## src/hdl/dagen_pkg.sv

```systemverilog
// Constants and types shared by the data address generator
package dagen_pkg;
   // Register byte offsets
   localparam logic [11:0] OFS_PAGE = 12'h000;
   localparam logic [11:0] OFS_LIMIT = 12'h004;
   localparam logic [11:0] OFS_SP = 12'h008;
   localparam logic [11:0] OFS_MODCTL = 12'h00c;
   localparam logic [11:0] OFS_XSTART = 12'h010;
   localparam logic [11:0] OFS_XEND = 12'h014;
   localparam logic [11:0] OFS_YSTART = 12'h018;
   localparam logic [11:0] OFS_YEND = 12'h01c;
   localparam logic [11:0] OFS_BRMOD = 12'h020;
   localparam logic [11:0] OFS_PROT = 12'h024;
   localparam logic [11:0] OFS_STATUS = 12'h028;
   // Mode control fields
   localparam int MC_XEN = 0;
   localparam int MC_YEN = 1;
   localparam int MC_BREN = 2;
   localparam int MC_XREG = 4;
   localparam int MC_YREG = 8;
   localparam int MC_BRREG = 12;
   // Protection enables and sticky status bits
   localparam int PROT_BOOT = 0;
   localparam int PROT_SEC = 1;
   localparam int ST_OVF = 0;
   localparam int ST_UNF = 1;
   localparam int ST_VIOL = 2;
   // Address constants and reset values
   localparam logic [15:0] SFR_TOP = 16'h0800;
   localparam logic [15:0] WORD_STEP = 16'h0002;
   localparam logic [15:0] DWORD_STEP = 16'h0004;
   localparam logic [3:0] STACK_REG = 4'hf;
   localparam logic [15:0] BOOT_LO = 16'h0c00;
   localparam logic [15:0] BOOT_HI = 16'h0dff;
   localparam logic [15:0] SEC_LO = 16'h0e00;
   localparam logic [15:0] SEC_HI = 16'h0fff;
   localparam logic [15:0] SP_RST = 16'h0800;
   localparam logic [15:0] LIMIT_RST = 16'h0000;
   localparam logic [15:0] REG_RST = 16'h0000;
   typedef enum logic [4:0] {
      S_IDLE = 5'b00001, S_PUSH2 = 5'b00010, S_WIN = 5'b00100, S_RD1 = 5'b01000, S_RD2 = 5'b10000
   } state_t;
   typedef enum logic [2:0] {
      OP_MEM = 3'h0, OP_PUSH = 3'h1, OP_POP = 3'h2, OP_CALL = 3'h3, OP_EXC = 3'h4, OP_TBLRD = 3'h5, OP_TBLWT = 3'h6
   } op_t;
   typedef enum logic [2:0] {
      AM_IND = 3'h0, AM_POST = 3'h1, AM_PRE = 3'h2, AM_OFS = 3'h3, AM_DIR13 = 3'h4, AM_DIR16 = 3'h5
   } mode_t;
   typedef enum logic [1:0] {CODE_GEN = 2'h0, CODE_BOOT = 2'h1, CODE_SEC = 2'h2} code_t;
endpackage : dagen_pkg

```

## src/hdl/data_address_generation_stack_check.sv

```systemverilog
// Data address generator with stack checks, program window and RAM protection
`timescale 1ns/1ps
`default_nettype none
module data_address_generation_stack_check (
   input wire logic pclk,
   input wire logic presetn,
   input wire logic psel,
   input wire logic penable,
   input wire logic pwrite,
   input wire logic [11:0] paddr,
   input wire logic [31:0] pwdata,
   output logic [31:0] prdata,
   output logic pready,
   output logic pslverr,
   input wire logic ag_valid,
   output logic ag_ready,
   input wire logic [2:0] ag_op,
   input wire logic [2:0] ag_mode,
   input wire logic [3:0] ag_reg,
   input wire logic [15:0] ag_ptr,
   input wire logic [15:0] ag_mod,
   input wire logic [15:0] ag_lit,
   input wire logic ag_we,
   input wire logic ag_byte,
   input wire logic [23:0] ag_wdata,
   input wire logic [15:0] ag_old,
   input wire logic [22:0] ag_pc,
   input wire logic [7:0] status_low_byte,
   input wire logic [1:0] ag_code,
   input wire logic [7:0] ag_tblpage,
   input wire logic ag_dual,
   input wire logic [3:0] ag_yreg,
   input wire logic [15:0] ag_yptr,
   input wire logic [15:0] ag_ymod,
   output logic x_req,
   output logic x_we,
   output logic [1:0] x_be,
   output logic [15:0] x_addr,
   output logic [15:0] x_wdata,
   input wire logic [15:0] x_rdata,
   output logic y_req,
   output logic [15:0] y_addr,
   input wire logic [15:0] y_rdata,
   output logic p_req,
   output logic p_we,
   output logic [22:0] p_addr,
   output logic [23:0] p_wdata,
   input wire logic [23:0] p_rdata,
   output logic wb_valid,
   output logic [3:0] wb_reg,
   output logic [15:0] wb_value,
   output logic ywb_valid,
   output logic [3:0] ywb_reg,
   output logic [15:0] ywb_value,
   output logic rsp_valid,
   output logic [23:0] rsp_data,
   output logic [15:0] rsp_ydata,
   output logic stack_trap,
   output logic prot_violation,
   output logic [15:0] stack_pointer_register
);
   typedef struct packed {
      dagen_pkg::state_t st;
      logic [15:0] sp, lim, ctl, xs, xe, ys, ye;
      logic [14:0] xb;
      logic [7:0] page;
      logic [1:0] prot;
      logic [2:0] sticky;
      logic pready, pslverr;
      logic [31:0] prdata;
      logic rdy, xreq, xwe;
      logic [1:0] xbe;
      logic [15:0] xaddr, xwdata;
      logic yreq;
      logic [15:0] yaddr;
      logic preq, pwe;
      logic [22:0] paddr;
      logic [23:0] pwdata;
      logic wbv;
      logic [3:0] wbr;
      logic [15:0] wbval;
      logic ywbv;
      logic [3:0] ywbr;
      logic [15:0] ywbval;
      logic trap, viol, rspv;
      logic [23:0] rsp;
      logic [15:0] rspy;
      logic kwin, ktbl, kbyte, khi;
      logic [7:0] oldhi;
      logic [15:0] hiword;
   } regs_t;

   regs_t s_q;
   regs_t s_d;

   // Tests beyond either bound, so jumps past an edge wrap
   function automatic logic [15:0] wrap(input logic [15:0] ea, input logic [15:0] lo, input logic [15:0] hi);
      logic [15:0] len;
      len = hi - lo + 16'h0001;
      if (ea > hi) begin
         wrap = ea - len;
      end else if (ea < lo) begin
         wrap = ea + len;
      end else begin
         wrap = ea;
      end
   endfunction : wrap

   // Reverse-carry add of the pivot; words only, so bit 0 is clear
   function automatic logic [15:0] bradd(input logic [15:0] p, input logic [14:0] m);
      logic [14:0] rp;
      logic [14:0] rm;
      logic [14:0] rs;
      logic [14:0] r;
      for (int i = 0; i < 15; i++) begin
         rp[i] = p[15-i];
         rm[i] = m[14-i];
      end
      rs = rp + rm;
      for (int i = 0; i < 15; i++) begin
         r[i] = rs[14-i];
      end
      bradd = {r, 1'b0};
   endfunction : bradd

   function automatic logic in_rng(input logic [15:0] a, input logic [15:0] lo, input logic [15:0] hi);
      in_rng = (a >= lo) && (a <= hi);
   endfunction : in_rng

   // Next state: registers, request engine and responses
   always_comb begin
      logic acc;
      logic [31:0] rd;
      logic hit;
      logic [15:0] ea, upd, yea, yupd, nsp;
      logic modify, br, stk, pushy, ovf, unf, viol;
      acc = psel & penable & ~s_q.pready;
      rd = '0;
      hit = 1'b1;
      ea = ag_ptr;
      upd = ag_ptr;
      yea = ag_yptr;
      yupd = ag_yptr;
      nsp = s_q.sp;
      modify = 1'b0;
      br = 1'b0;
      stk = 1'b0;
      pushy = 1'b0;
      ovf = 1'b0;
      unf = 1'b0;
      viol = 1'b0;
      s_d = s_q;
      s_d.pready = 1'b0;
      s_d.pslverr = 1'b0;
      s_d.xreq = 1'b0;
      s_d.yreq = 1'b0;
      s_d.preq = 1'b0;
      s_d.wbv = 1'b0;
      s_d.ywbv = 1'b0;
      s_d.trap = 1'b0;
      s_d.viol = 1'b0;
      s_d.rspv = 1'b0;

      // APB slave: one wait state, outputs from flops
      case (paddr)
         dagen_pkg::OFS_PAGE: rd = {24'h0, s_q.page};
         dagen_pkg::OFS_LIMIT: rd = {16'h0, s_q.lim};
         dagen_pkg::OFS_SP: rd = {16'h0, s_q.sp};
         dagen_pkg::OFS_MODCTL: rd = {16'h0, s_q.ctl};
         dagen_pkg::OFS_XSTART: rd = {16'h0, s_q.xs};
         dagen_pkg::OFS_XEND: rd = {16'h0, s_q.xe};
         dagen_pkg::OFS_YSTART: rd = {16'h0, s_q.ys};
         dagen_pkg::OFS_YEND: rd = {16'h0, s_q.ye};
         dagen_pkg::OFS_BRMOD: rd = {17'h0, s_q.xb};
         dagen_pkg::OFS_PROT: rd = {30'h0, s_q.prot};
         dagen_pkg::OFS_STATUS: rd = {29'h0, s_q.sticky};
         default: hit = 1'b0;
      endcase
      if (acc) begin
         s_d.pready = 1'b1;
         s_d.pslverr = ~hit;
         s_d.prdata = (hit && !pwrite) ? rd : 32'h0;
      end
      if (acc && pwrite) begin
         case (paddr)
            dagen_pkg::OFS_PAGE: s_d.page = pwdata[7:0];
            dagen_pkg::OFS_LIMIT: s_d.lim = {pwdata[15:1], 1'b0};
            dagen_pkg::OFS_SP: s_d.sp = {pwdata[15:1], 1'b0};
            dagen_pkg::OFS_MODCTL: s_d.ctl = pwdata[15:0];
            dagen_pkg::OFS_XSTART: s_d.xs = pwdata[15:0];
            dagen_pkg::OFS_XEND: s_d.xe = pwdata[15:0];
            dagen_pkg::OFS_YSTART: s_d.ys = pwdata[15:0];
            dagen_pkg::OFS_YEND: s_d.ye = pwdata[15:0];
            dagen_pkg::OFS_BRMOD: s_d.xb = pwdata[14:0];
            dagen_pkg::OFS_PROT: s_d.prot = pwdata[1:0];
            dagen_pkg::OFS_STATUS: s_d.sticky = s_q.sticky & ~pwdata[2:0];
            default: ;
         endcase
      end

      // X effective address; ordinary accesses use only this generator
      case (ag_mode)
         dagen_pkg::AM_POST: begin
            upd = ag_ptr + ag_mod;
            modify = 1'b1;
         end
         dagen_pkg::AM_PRE: begin
            ea = ag_ptr + ag_mod;
            upd = ea;
            modify = 1'b1;
         end
         dagen_pkg::AM_OFS: ea = ag_ptr + ag_mod;
         dagen_pkg::AM_DIR13: ea = {3'h0, ag_lit[12:0]};
         dagen_pkg::AM_DIR16: ea = ag_lit;
         default: ea = ag_ptr;
      endcase
      br = s_q.ctl[dagen_pkg::MC_BREN] && ag_we && !ag_byte && modify && !ag_mod[15]
         && ag_reg == s_q.ctl[dagen_pkg::MC_BRREG +: 4] && ag_reg != dagen_pkg::STACK_REG;
      if (br) begin
         // Bit reversal wins on writes; no circular wrap here
         upd = bradd(ag_ptr, s_q.xb);
         ea = (ag_mode == dagen_pkg::AM_POST) ? {ag_ptr[15:1], 1'b0} : upd;
      end else if (s_q.ctl[dagen_pkg::MC_XEN] && ag_reg == s_q.ctl[dagen_pkg::MC_XREG +: 4]
                   && ag_mode != dagen_pkg::AM_DIR13 && ag_mode != dagen_pkg::AM_DIR16) begin
         if (ag_mode != dagen_pkg::AM_POST) begin
            ea = wrap(ea, s_q.xs, s_q.xe);
         end
         upd = wrap(upd, s_q.xs, s_q.xe);
      end

      // Y generator: dual fetch only, post-modified
      yupd = ag_yptr + ag_ymod;
      if (s_q.ctl[dagen_pkg::MC_YEN] && ag_yreg == s_q.ctl[dagen_pkg::MC_YREG +: 4]) begin
         yupd = wrap(yupd, s_q.ys, s_q.ye);
      end

      // Stack ops use the held stack pointer instead of the pointer port
      case (ag_op)
         dagen_pkg::OP_PUSH, dagen_pkg::OP_CALL, dagen_pkg::OP_EXC: begin
            ea = s_q.sp;
            nsp = s_q.sp + dagen_pkg::WORD_STEP;
            stk = 1'b1;
            pushy = 1'b1;
         end
         dagen_pkg::OP_POP: begin
            ea = s_q.sp - dagen_pkg::WORD_STEP;
            nsp = ea;
            stk = 1'b1;
         end
         default: begin
            stk = ag_reg == dagen_pkg::STACK_REG && ag_mode != dagen_pkg::AM_DIR13
               && ag_mode != dagen_pkg::AM_DIR16;
            pushy = stk && ag_we;
         end
      endcase
      if (s_q.st == dagen_pkg::S_PUSH2) begin
         ea = s_q.sp + dagen_pkg::WORD_STEP;
         stk = 1'b1;
         pushy = 1'b1;
      end
      // Equal to the limit passes; the next push lands above it and traps
      ovf = stk && pushy && (ea > s_q.lim);
      unf = stk && (ea < dagen_pkg::SFR_TOP);
      viol = ag_op == dagen_pkg::OP_MEM && !ag_dual
         && ((s_q.prot[dagen_pkg::PROT_BOOT] && in_rng(ea, dagen_pkg::BOOT_LO, dagen_pkg::BOOT_HI)
              && ag_code != dagen_pkg::CODE_BOOT)
          || (s_q.prot[dagen_pkg::PROT_SEC] && in_rng(ea, dagen_pkg::SEC_LO, dagen_pkg::SEC_HI)
              && ag_code != dagen_pkg::CODE_SEC));

      // Request engine
      case (s_q.st)
         dagen_pkg::S_IDLE: begin
            if (ag_valid && s_q.rdy) begin
               s_d.trap = ovf | unf;
               s_d.kwin = 1'b0;
               s_d.ktbl = 1'b0;
               s_d.kbyte = ag_byte;
               s_d.khi = ea[0];
               s_d.oldhi = ag_old[15:8];
               s_d.xaddr = ea;
               s_d.xwe = ag_we;
               s_d.xbe = 2'b11;
               s_d.xwdata = ag_wdata[15:0];
               case (ag_op)
                  dagen_pkg::OP_MEM: begin
                     if (viol) begin
                        // Rejected access: no memory cycle, reads get zero
                        s_d.viol = 1'b1;
                        s_d.rspv = ~ag_we;
                        s_d.rsp = 24'h0;
                        s_d.rspy = 16'h0;
                     end else if (!ag_we && ea[15] && !ag_dual) begin
                        s_d.preq = 1'b1;
                        s_d.pwe = 1'b0;
                        s_d.paddr = {s_q.page, ea[14:0]};
                        s_d.kwin = 1'b1;
                        s_d.st = dagen_pkg::S_WIN;
                     end else begin
                        s_d.xreq = 1'b1;
                        if (ag_byte && ag_we) begin
                           s_d.xbe = ea[0] ? 2'b10 : 2'b01;
                           s_d.xwdata = {ag_wdata[7:0], ag_wdata[7:0]};
                        end
                        if (ag_dual) begin
                           s_d.yreq = 1'b1;
                           s_d.yaddr = yea;
                           s_d.ywbv = 1'b1;
                           s_d.ywbr = ag_yreg;
                           s_d.ywbval = yupd;
                        end
                        s_d.st = ag_we ? dagen_pkg::S_IDLE : dagen_pkg::S_RD1;
                     end
                     if (!viol && modify) begin
                        // Offset form wraps the address but leaves the pointer alone
                        s_d.wbv = 1'b1;
                        s_d.wbr = ag_reg;
                        s_d.wbval = upd;
                        if (ag_reg == dagen_pkg::STACK_REG) begin
                           s_d.sp = {upd[15:1], 1'b0};
                        end
                     end
                  end
                  dagen_pkg::OP_TBLRD, dagen_pkg::OP_TBLWT: begin
                     s_d.preq = 1'b1;
                     s_d.pwe = ag_op == dagen_pkg::OP_TBLWT;
                     s_d.paddr = {ag_tblpage[6:0], ea};
                     s_d.pwdata = ag_wdata;
                     s_d.ktbl = 1'b1;
                     s_d.st = (ag_op == dagen_pkg::OP_TBLWT) ? dagen_pkg::S_IDLE : dagen_pkg::S_RD1;
                     if (modify) begin
                        s_d.wbv = 1'b1;
                        s_d.wbr = ag_reg;
                        s_d.wbval = upd;
                     end
                  end
                  default: begin
                     s_d.xreq = 1'b1;
                     s_d.xwe = pushy;
                     if (ag_op == dagen_pkg::OP_CALL || ag_op == dagen_pkg::OP_EXC) begin
                        s_d.xwdata = ag_pc[15:0];
                        s_d.hiword = {(ag_op == dagen_pkg::OP_EXC) ? status_low_byte : 8'h00,
                                      1'b0, ag_pc[22:16]};
                        s_d.st = dagen_pkg::S_PUSH2;
                     end else begin
                        s_d.sp = nsp;
                        s_d.wbv = 1'b1;
                        s_d.wbr = dagen_pkg::STACK_REG;
                        s_d.wbval = nsp;
                        s_d.st = pushy ? dagen_pkg::S_IDLE : dagen_pkg::S_RD1;
                     end
                  end
               endcase
            end
         end
         dagen_pkg::S_PUSH2: begin
            // Second word of a call or exception push carries the counter top
            s_d.trap = ovf | unf;
            s_d.xreq = 1'b1;
            s_d.xwe = 1'b1;
            s_d.xbe = 2'b11;
            s_d.xaddr = ea;
            s_d.xwdata = s_q.hiword;
            s_d.sp = s_q.sp + dagen_pkg::DWORD_STEP;
            s_d.wbv = 1'b1;
            s_d.wbr = dagen_pkg::STACK_REG;
            s_d.wbval = s_q.sp + dagen_pkg::DWORD_STEP;
            s_d.st = dagen_pkg::S_IDLE;
         end
         dagen_pkg::S_WIN: begin
            // Program memory is held one more cycle for the window fetch
            s_d.preq = 1'b1;
            s_d.st = dagen_pkg::S_RD1;
         end
         dagen_pkg::S_RD1: s_d.st = dagen_pkg::S_RD2;
         dagen_pkg::S_RD2: begin
            s_d.rspv = 1'b1;
            s_d.rspy = y_rdata;
            if (s_q.kwin) begin
               s_d.rsp = {8'h00, p_rdata[15:0]};
            end else if (s_q.ktbl) begin
               s_d.rsp = p_rdata;
            end else if (s_q.kbyte) begin
               s_d.rsp = {8'h00, s_q.oldhi, s_q.khi ? x_rdata[15:8] : x_rdata[7:0]};
            end else begin
               s_d.rsp = {8'h00, x_rdata};
            end
            s_d.st = dagen_pkg::S_IDLE;
         end
         default: s_d.st = dagen_pkg::S_IDLE;
      endcase

      // Set after the clear, so a same-cycle event wins
      s_d.sticky[dagen_pkg::ST_OVF] = s_d.sticky[dagen_pkg::ST_OVF] | (s_d.trap & ovf);
      s_d.sticky[dagen_pkg::ST_UNF] = s_d.sticky[dagen_pkg::ST_UNF] | (s_d.trap & unf);
      s_d.sticky[dagen_pkg::ST_VIOL] = s_d.sticky[dagen_pkg::ST_VIOL] | s_d.viol;
      s_d.rdy = s_d.st == dagen_pkg::S_IDLE;
   end

   // Limit resets to LIMIT_RST (0x0000); software must load it
   always_ff @(posedge pclk or negedge presetn) begin
      if (!presetn) begin
         s_q <= '0;
         s_q.st <= dagen_pkg::S_IDLE;
         s_q.sp <= dagen_pkg::SP_RST;
         s_q.lim <= dagen_pkg::LIMIT_RST;
         s_q.ctl <= dagen_pkg::REG_RST;
      end else begin
         s_q <= s_d;
      end
   end

   // All outputs straight from the state record
   assign prdata = s_q.prdata;
   assign pready = s_q.pready;
   assign pslverr = s_q.pslverr;
   assign ag_ready = s_q.rdy;
   assign x_req = s_q.xreq;
   assign x_we = s_q.xwe;
   assign x_be = s_q.xbe;
   assign x_addr = s_q.xaddr;
   assign x_wdata = s_q.xwdata;
   assign y_req = s_q.yreq;
   assign y_addr = s_q.yaddr;
   assign p_req = s_q.preq;
   assign p_we = s_q.pwe;
   assign p_addr = s_q.paddr;
   assign p_wdata = s_q.pwdata;
   assign wb_valid = s_q.wbv;
   assign wb_reg = s_q.wbr;
   assign wb_value = s_q.wbval;
   assign ywb_valid = s_q.ywbv;
   assign ywb_reg = s_q.ywbr;
   assign ywb_value = s_q.ywbval;
   assign rsp_valid = s_q.rspv;
   assign rsp_data = s_q.rsp;
   assign rsp_ydata = s_q.rspy;
   assign stack_trap = s_q.trap;
   assign prot_violation = s_q.viol;
   assign stack_pointer_register = s_q.sp;
endmodule : data_address_generation_stack_check
`default_nettype wire

```

## config.mk

```make
export PLATFORM = sky130hd
export DESIGN_NAME = data_address_generation_stack_check
export DESIGN_NICKNAME = d
export VERILOG_FILES = /design/src/hdl/dagen_pkg.sv /design/src/hdl/data_address_generation_stack_check.sv
export SDC_FILE = /design/constraint.sdc
export NUM_CORES = 1
export LEC_CHECK = 0
export BUFFER_PORTS_ARGS = -buffer_cell sky130_fd_sc_hd__buf_4
export CAP_MARGIN = 0
export CORE_MARGIN = 2
export CORE_UTILIZATION = 28
export CTS_BUF_LIST = sky130_fd_sc_hd__clkbuf_8
export CTS_CLUSTER_SIZE = 30
export DETAILED_ROUTE_END_ITERATION = 16
export PLACE_DENSITY_LB_ADDON = 0.25
export SLEW_MARGIN = 20
export SYNTH_ARGS = -nofsm -noshare
export SYNTH_HDL_FRONTEND = slang
export SYNTH_SLANG_ARGS = --single-unit
```

## constraint.sdc

```tcl
create_clock -name pclk -period 10.48 [get_ports pclk]
set_clock_uncertainty 0.05 [all_clocks]
set_input_delay 0.524 -clock pclk [delete_from_list [all_inputs] [get_ports pclk]]
set_output_delay 0.524 -clock pclk [all_outputs]
set_load 0.005 [all_outputs]
```

==> results of run 1 <==
power breakdown:
part / total, uW / internal (uW) / leakage [uW] / switching [uW]
logic: 2690 / 1160 / 0.0127 / 1530
registers: 2200 / 1820 / 0.00464 / 384
clock network: 1610 / 892 / 0.000861 / 716
total: 6500 / 3880 / 0.0182 / 2630
final timing paths:
check / startpoint / end / slack [ns] / cells past startpoint
max in group asynchronous: presetn / wb_reg[2] / 7.79 / 4
min in group asynchronous: presetn / s_q[23] / 0.33 / 2
worst min register to register: s_q[13] / s_q[13] / 0.42 / 2
worst max-delay path: s_q[311] / wb_value[9] / 2.27 / 32
worst max register to register: s_q[311] / wb_value[9] / 2.27 / 32
worst min-delay path: ag_yreg[3] / ywb_reg[3] / 0.05 / 3
cell usage in the layout (no fill, tap or decap), types with 21 or more instances in the layout:
| cell | instances |
|---|---|
| sky130_fd_sc_hd__buf_4 | 551 |
| sky130_fd_sc_hd__nand2_1 | 478 |
| sky130_fd_sc_hd__dfrtp_1 | 374 |
| sky130_fd_sc_hd__ha_1 | 305 |
| sky130_fd_sc_hd__o21ai_0 | 261 |
| sky130_fd_sc_hd__a21oi_1 | 258 |
| sky130_fd_sc_hd__nor2_1 | 246 |
| sky130_fd_sc_hd__inv_1 | 214 |
| sky130_fd_sc_hd__clkbuf_8 | 96 |
| sky130_fd_sc_hd__mux2_2 | 93 |
| sky130_fd_sc_hd__xnor2_1 | 80 |
| sky130_fd_sc_hd__nor3_1 | 78 |
| sky130_fd_sc_hd__dlygate4sd3_1 | 76 |
| sky130_fd_sc_hd__a21o_1 | 74 |
| sky130_fd_sc_hd__mux2i_1 | 60 |
| sky130_fd_sc_hd__nand3_1 | 60 |
| sky130_fd_sc_hd__a22oi_1 | 59 |
| sky130_fd_sc_hd__a22o_1 | 59 |
| sky130_fd_sc_hd__xor2_1 | 51 |
| sky130_fd_sc_hd__a31oi_1 | 47 |
| sky130_fd_sc_hd__o21bai_1 | 42 |
| sky130_fd_sc_hd__a211oi_1 | 39 |
| sky130_fd_sc_hd__o211ai_1 | 36 |
| sky130_fd_sc_hd__nand4_1 | 32 |
| sky130_fd_sc_hd__nor2b_1 | 32 |
| sky130_fd_sc_hd__a221oi_1 | 30 |
| sky130_fd_sc_hd__o21a_1 | 29 |
| sky130_fd_sc_hd__or3_1 | 27 |
| sky130_fd_sc_hd__o31ai_1 | 23 |
| sky130_fd_sc_hd__o221ai_1 | 21 |
area by class of cell:
cell class	count	area (sq um)
Fill cell	12100	76000
Clock buffer	96	1320
Antenna cell	2	5.00
Clock inverter	32	228
Sequential cell	376	9410
Timing Repair Buffer	628	4910
Multi-Input combinational cell	2874	19800
Tap cell	1512	1890
Inverter	200	751
metrics by stage:
| stage | power (uW) | hold WS (ns) |
|---|---|---|
| finish | 6500 | 0.0508 |
| global route | 6890 | 0.0252 |
| CTS | 6530 | 0.00444 |
| detailed placement | 4870 | 0.411 |
| global placement | 4860 | 0.410 |
| floorplan | 3840 | 0.178 |
routing by layer:
metal | GRT usage, % | vias to the layer above
met3 | 4.69 | 264
met5 | 0 | -
met2 | 37.5 | 1323
met1 | 30.8 | 15100
met4 | 8.92 | 8
li1 | - | 14300
critical path: cells and delay by family, from the launching register on:
family                   cells  cell delay [ns]
AO/OA/AOI/OAI               13             2.23
AND/OR/NAND/NOR              6             1.70
buffers and inverters        7             1.46
adder cells (fa/ha/maj)      4             1.32
XOR/XNOR                     2             1.00
flip-flops                   1             0.38
what timing repair did:
action	in CTS	in global routing
buffers inserted	0	0
hold endpoints to repair	134	0
hold buffers	76	0
kinds of logic after synthesis:
family	Yosys count	synth area share (%)
AO/OA/AOI/OAI	1161	24.1
XOR/XNOR	132	3.62
multiplexers	155	5.20
adder cells (fa/ha/maj)	316	12.5
AND/OR/NAND/NOR	1094	15.5
buffers and inverters	612	9.90
other	1	0.0116
flip-flops	376	29.2
==> impl.org, run 1 <==
** Place
- Count of buffers from port buffering :: 480
- In this run the cell area measured after placement is between 30000 and 40000 sq um.
- Placer congestion estimate :: ~0.97
- Pre-CTS worst setup slack :: around 2.2 ns
- Detailed placement finished with a half-perimeter wire length of roughly 110000 um.
- Number of cells after detailed placement :: ~5500

** Cells and area
- Synth-to-Final Area Change :: 18.8%
- Nets@finish :: roughly 4800
- Finished Core Util :: between 30% and 40%
- The register with the most flip-flops in the layout has about 160 of them.
- The post-route netlist has about a fifth of its cells at a drive strength greater than 1.
- Count of non-filler cells in the finished layout :: 5720
- Counting flops per register, the top entry is s_q.
- Final design instance area without fill :: 38300 sq um

** Run
- Across the run, the number of max-cap violations was 0.

** Logic synthesis
- Sequential fraction of the synthesis area :: 29.2%
- EDFF count, synth :: 0
- Proportion of synthesized flip-flops having asynchronous set or reset :: 100%
- Cell type with the largest total area after synthesis :: sky130_fd_sc_hd__dfrtp_1
- Synthesis produced 3847 cells.
- Syn Std Cell Area :: 32300 sq um
- Area contributors post-synth :: sky130_fd_sc_hd__dfrtp_1 (29%), sky130_fd_sc_hd__ha_1 (12%), sky130_fd_sc_hd__nand2_1 (5.6%), sky130_fd_sc_hd__buf_4 (5.3%), sky130_fd_sc_hd__o21ai_0 (4.1%)
- For this run, the leading register cell type out of synthesis is sky130_fd_sc_hd__dfrtp_1.
- The Yosys step of the flow raised 0 warnings.
- Netlist cell types :: 101
- In this run, synthesis produced a sequential element count of 376.
- Averaged over all synthesized cells, the footprint is ~8.4 sq um.
- In this run the biggest area consumer among cell types represents between 20% and 30% of the synthesized area.
- The most common cell in the synthesized netlist is sky130_fd_sc_hd__nand2_1.
- Sorting the synthesized cells by how often they occur yields sky130_fd_sc_hd__nand2_1 (478), sky130_fd_sc_hd__dfrtp_1 (374), sky130_fd_sc_hd__ha_1 (305).

** Power
- Summed over all cells, the static leakage comes to roughly 0.018 uW.
- Power spread over the standard cell area amounts to 170 nW/um^2.
- VDD sags by at most 0.0784 mV.

** Worst setup path
- Endpoint kind of the worst setup timing path :: register
- Cell with the largest stage delay on the worst path :: sky130_fd_sc_hd__xor2_1
- STA puts the critical path data required time at roughly 11 ns.
- Maximum net fanout on the critical path :: 20
- Peak per-stage delay on the critical path :: about 0.74 ns
- Most numerous cell on the critical path :: sky130_fd_sc_hd__inv_1
- The critical path is of the register to register type.
- CP startpoint kind :: register
- Critical path data arrival time :: a little under 9 ns

** Clock tree
- CTS buffer count :: 73
- H-tree level count :: 3
- CTS tree :: done
- In this run the clock root is driven by a sky130_fd_sc_hd__clkbuf_8.
- For the worst-skew pair, the clock arrives at the later sink with an insertion delay of about 0.71 ns.
- Resize count post-CTS :: 0
- For this design, the sink count on the clock tree is between 300 and 400.
- After clock tree synthesis, the clock-pin slew on the worst setup and hold paths is around 0.06 ns.
- Number of buffers between clock root and the deepest sink :: 3

** Route
- The routed design uses roughly 11000 um of met3 wire.
- For this run, design rule violations remaining after detail routing come to 0.
- For this block, the routed nets add up to 142000 um of wire.
- The detailed router finished its first iteration with 2925 violations.
- The detailed router put a total of 60500 um of wire on met1.
- Total vias in the final route :: around 31000
- Post-route ant nets :: 0
- First-pass iteration count of the detailed router :: 7
- Met2 Wirelength :: between 60000 and 70000 um
- Routed wirelength normalized by instance count :: about 25 um
- Highest routed metal layer :: met5
- Using the TritonRoute via totals, the vias-per-cell ratio works out to about 5.4.

** STA
- The worst path in the final design needs a cycle of 8.21 ns, including I/O delays and setup.
- Number of hold violations in the final report :: 0
- Final number of setup-violating endpoints :: 0
- After layout, the worst setup slack is 2.27 ns.
- For the pin with the worst max-slew slack, the measured transition is 1.12 ns.
- Relative slew margins :: about a quarter
- Static timing analysis puts the maximum clock frequency at around 0.12 GHz.
- Setup TNS Final :: 0 ns
- Setup repair after global routing missed its margin :: false
- The number of pins with negative max-slew slack in the final report came to 0.
- Dividing the final minimum period by the clock period gives between 70 and 80%.

** Die
- Core Area :: around 110000 sq um
- Pin placement for this block handled 522 I/O pins.
- From bottom edge to top edge, the die measures 344 um.
- The floorplan has 124 rows.
- Initial core utilization :: about 28%
- The floorplan step defined a die boundary enclosing ~120000 sq um.
- The die is around 340 um wide.

** Global route
- Entering global routing, the biggest net connects 72 pins.
- The first global-routing pass estimated 204000 um of wire.
- GRT overflow :: 0
- Initial antenna violation count :: 9
- In the global route stage, overall resource usage came out at between 20% and 30%.
- The via count of the first global-routing pass was slightly below 30000.

** Status
- The flow ran to the end, and the final reports show no timing, DRC or antenna violations.

** Worst hold path
- Hold Path Class :: primary input to register
No activity file was read; power rests on OpenSTA's default activity.
==> inputs of run 2 (changes only) <==
Clock period 10.48 ns to 8 ns, I/O delays scaled along.
==> run 2 against run 1 <==
Effect of this change:
- sequential share of layout area fell by 0.39 points
- final cell count up 1.3%
- count of clock-buffer cells in the layout shrank 5
- final area increased by 1.6%
- utilization increased by 0.54 points
- highest routed layer unchanged
==> impl.org, run 2 (synthesis gave the netlist of run 1 again) <==
** STA
- The number of setup violations in the final report came to 0 (unchanged).
- The worst slew margin relative to its limit was 18.4% (was 24.7%).
- FMAX :: 0.135 GHz (was 0.122 GHz)
- The final hold violation count is 0 (unchanged).
- Setup TNS Final :: 0 ns (unchanged)
- The post-route fraction of the period consumed by the critical path came to 92.6% (was 78.3%).
- The final worst-path setup slack is 0.593 ns (was 2.27 ns).
- Tmin final :: 7.41 ns (was 8.21 ns)
- The slew at the pin closest to its max-slew limit is 1.22 ns (was 1.12 ns).
- Setup repair after global routing missed its margin: false (unchanged).
- The number of pins with negative max-slew slack in the final report came to 0 (unchanged).

** Cells and area
- Leading cell types in the layout, fill and taps excluded :: sky130_fd_sc_hd__buf_4 (576), sky130_fd_sc_hd__nand2_1 (478), sky130_fd_sc_hd__dfrtp_1 (374), sky130_fd_sc_hd__ha_1 (305), sky130_fd_sc_hd__o21ai_0 (262) (was sky130_fd_sc_hd__buf_4 (551), sky130_fd_sc_hd__nand2_1 (478), sky130_fd_sc_hd__dfrtp_1 (374), sky130_fd_sc_hd__ha_1 (305), sky130_fd_sc_hd__o21ai_0 (261))
- Finished Core Util :: 34.1% (was 33.5%)
- Synth-to-Final Area Change :: 20.7% (was 18.8%)
- The most common cell after layout, fill and taps aside is sky130_fd_sc_hd__buf_4 (unchanged).
- The flip-flop count of the largest register, all copies and words added came to 155 (unchanged).
- Filler instances :: 12000 (was 12100)
- Nets@finish :: 4828 (was 4753)
- The number of non-filler instances in the completed layout is 5795 (was 5720).
- Reg with most FFs :: s_q (unchanged)
- The ratio of cells with drive above 1 in the final layout came to 19.7% (was 19.6%).

** Place
- The HPWL reported at the end of detailed placement is 112000 um (was 111000 um).
- Placer congestion estimate :: 0.968 (was 0.967)
- The cell total after placement came to 5541 (was 5514).
- The placement-stage worst setup slack is 0.546 ns (was 2.21 ns).
- The number of port buffers was 480 (unchanged).

** Power
- Power Density :: 218 nW/um^2 (was 170 nW/um^2)
- The net switching fraction of the power is 40.7% (was 40.4%).
- Power Total :: 8500 uW (was 6500 uW)
- Total net switching power :: 3460 uW (was 2630 uW)
- Clk pwr share :: 23.9% (was 24.7%)
- The power share of the sequential group is 33.9% (about the same).
- Cell Int Power :: 5040 uW (was 3880 uW)
- The leakage power total was 0.0186 uW (was 0.0182 uW).
- Comb power frac :: 42.2% (was 41.4%)
- The worst-case vdd ir drop came to 0.136 mV (was 0.0784 mV).

** Die
- The count of boundary I/O pins was 522 (unchanged).
- The effective utilization at floorplan is 28.2% (unchanged).
- The die span in y came to 344 um (unchanged).
- The die area is 118000 sq um (unchanged).
- The number of cell rows was 124 (unchanged).
- The horizontal die dimension came to 344 um (unchanged).
- The core area was 114000 sq um (unchanged).

** Clock tree
- The clock-pin slew reported for the worst setup and hold paths after clock tree synthesis came to 0.06 ns (about the same).
- Clock root cell :: sky130_fd_sc_hd__clkbuf_8 (unchanged)
- The TritonCTS clock tree is done (unchanged).
- Insertion delay to the later sink of the worst-skew pair :: 0.71 ns (about the same)
- The number of setup buffers added after CTS is 0 (unchanged).
- The number of gates resized after CTS came to 0 (unchanged).
- CTS buffer count :: 73 (unchanged)
- Hold_buf cts :: 124 (was 76)
- The H-tree depth came to 3 (unchanged).
- # clock sinks :: 376 (unchanged)
- Number of buffers between clock root and the deepest sink :: 3 (unchanged)

** Global route
- The overall fraction of global-route tracks in use is 23.5% (was 23.3%).
- The total overflow reported by the global router was 0 (unchanged).
- Number of global-route vias before repair :: 30000 (was 29700)
- The largest net degree at the start of global routing is 102 (was 72).
- The wire length of the first global-routing pass is 205000 um (was 204000 um).
- The number of antenna violations at the first check in global routing was 6 (was 9).

** Route
- The final routed wire length divided by cell count came to 24.9 um (about the same).
- Post-route ant nets :: 0 (unchanged)
- The total DRC errors in the routed layout is 0 (unchanged).
- The via count came to 31300 (was 31000).
- The number of iterations in the first detailed-routing pass was 6 (was 7).
- Ratio of routed vias to standard cells :: 5.40 (was 5.42)
- Final routed wirelength across all metal layers :: 144000 um (was 142000 um)
- The number of violations reported at the end of detailed-routing iteration 0 is 2645 (was 2925).

** Worst setup path
- Maximum net fanout on the critical path :: 8 (was 20)
- Peak per-stage delay on the critical path :: 0.68 ns (was 0.74 ns)
- Critical path data arrival time :: 7.95 ns (was 8.77 ns)
- The most frequent cell on the critical path is sky130_fd_sc_hd__a21oi_1 (was sky130_fd_sc_hd__inv_1).
- Data required time of the critical path :: 8.54 ns (was 11.04 ns)
- CP startpoint kind :: register (unchanged)
- The master of the slowest instance on the critical path was sky130_fd_sc_hd__a31oi_2 (was sky130_fd_sc_hd__xor2_1).
- The kind of end point of the critical path is a register (unchanged).
- Type of the worst setup path :: register to register (unchanged)

** Worst hold path
- The path category of the worst min-delay check is primary input to register (unchanged).

** Run
- The total of max-cap violations was 0 (unchanged).

** Status
- Result of the run :: finished clean (unchanged)
## run 2: metal layers
layer | global-route usage [%] | vias up | part of all wire [%]
met2 | 37.6 | 1274 | 45
met5 | 0 | - | 0.023
met4 | 9.25 | 6 | 4.1
met1 | 31.0 | 15300 | 43
li1 | - | 14500 | -
met3 | 4.93 | 250 | 7.8
## run 2: power groups by stage
stage | clock network, uW | logic (uW) | registers [uW]
floorplan | 0 | 2410 | 2620
global placement | 0 | 3490 | 2880
detailed placement | 0 | 3510 | 2890
CTS | 2090 | 3580 | 2860
global route | 2180 | 3890 | 2930
finish | 2030 | 3590 | 2880
## run 2: worst paths after layout
check | from | end | slack (ns) | cells after the start
worst max-delay path | s_q[328] | stack_trap | 0.59 | 31
worst min-delay path | pwdata[7] | s_q[365] | 0.04 | 3
worst max register to register | s_q[328] | stack_trap | 0.59 | 31
worst min register to register | ywb_reg[1] | ywb_reg[1] | 0.42 | 2
max in group asynchronous | presetn | pready | 6.11 | 3
min in group asynchronous | presetn | s_q[23] | 0.28 | 2
## run 2: final cells by class
class / count / area [sq um] / share of cell area, %
Multi-Input combinational cell: 2874 / 19800 / 50.8
Sequential cell: 376 / 9410 / 24.2
Timing Repair Buffer: 703 / 5620 / 14.4
Tap cell: 1512 / 1890 / 4.86
Clock buffer: 91 / 1250 / 3.22
Inverter: 200 / 751 / 1.93
Clock inverter: 38 / 236 / 0.607
Antenna cell: 1 / 2.50 / 0.00642
## run 2: worst max-delay path, delay by kind of cell, from the launching register on
kind | cells | cell delay, ns
compound gates | 19 | 3.98
fa+ha+maj | 4 | 1.47
xor+xnor | 2 | 0.63
flops | 1 | 0.45
simple gates | 4 | 0.44
buf+inv | 2 | 0.25
## run 2: per-stage QoR
step | instance area (sq um) | hold WS [ns]
floorplan | 32300 | 0.0544
global placement | 36200 | 0.391
detailed placement | 36200 | 0.395
CTS | 39000 | 0.00350
global route | 39000 | 0.0303
finish | 39000 | 0.0389
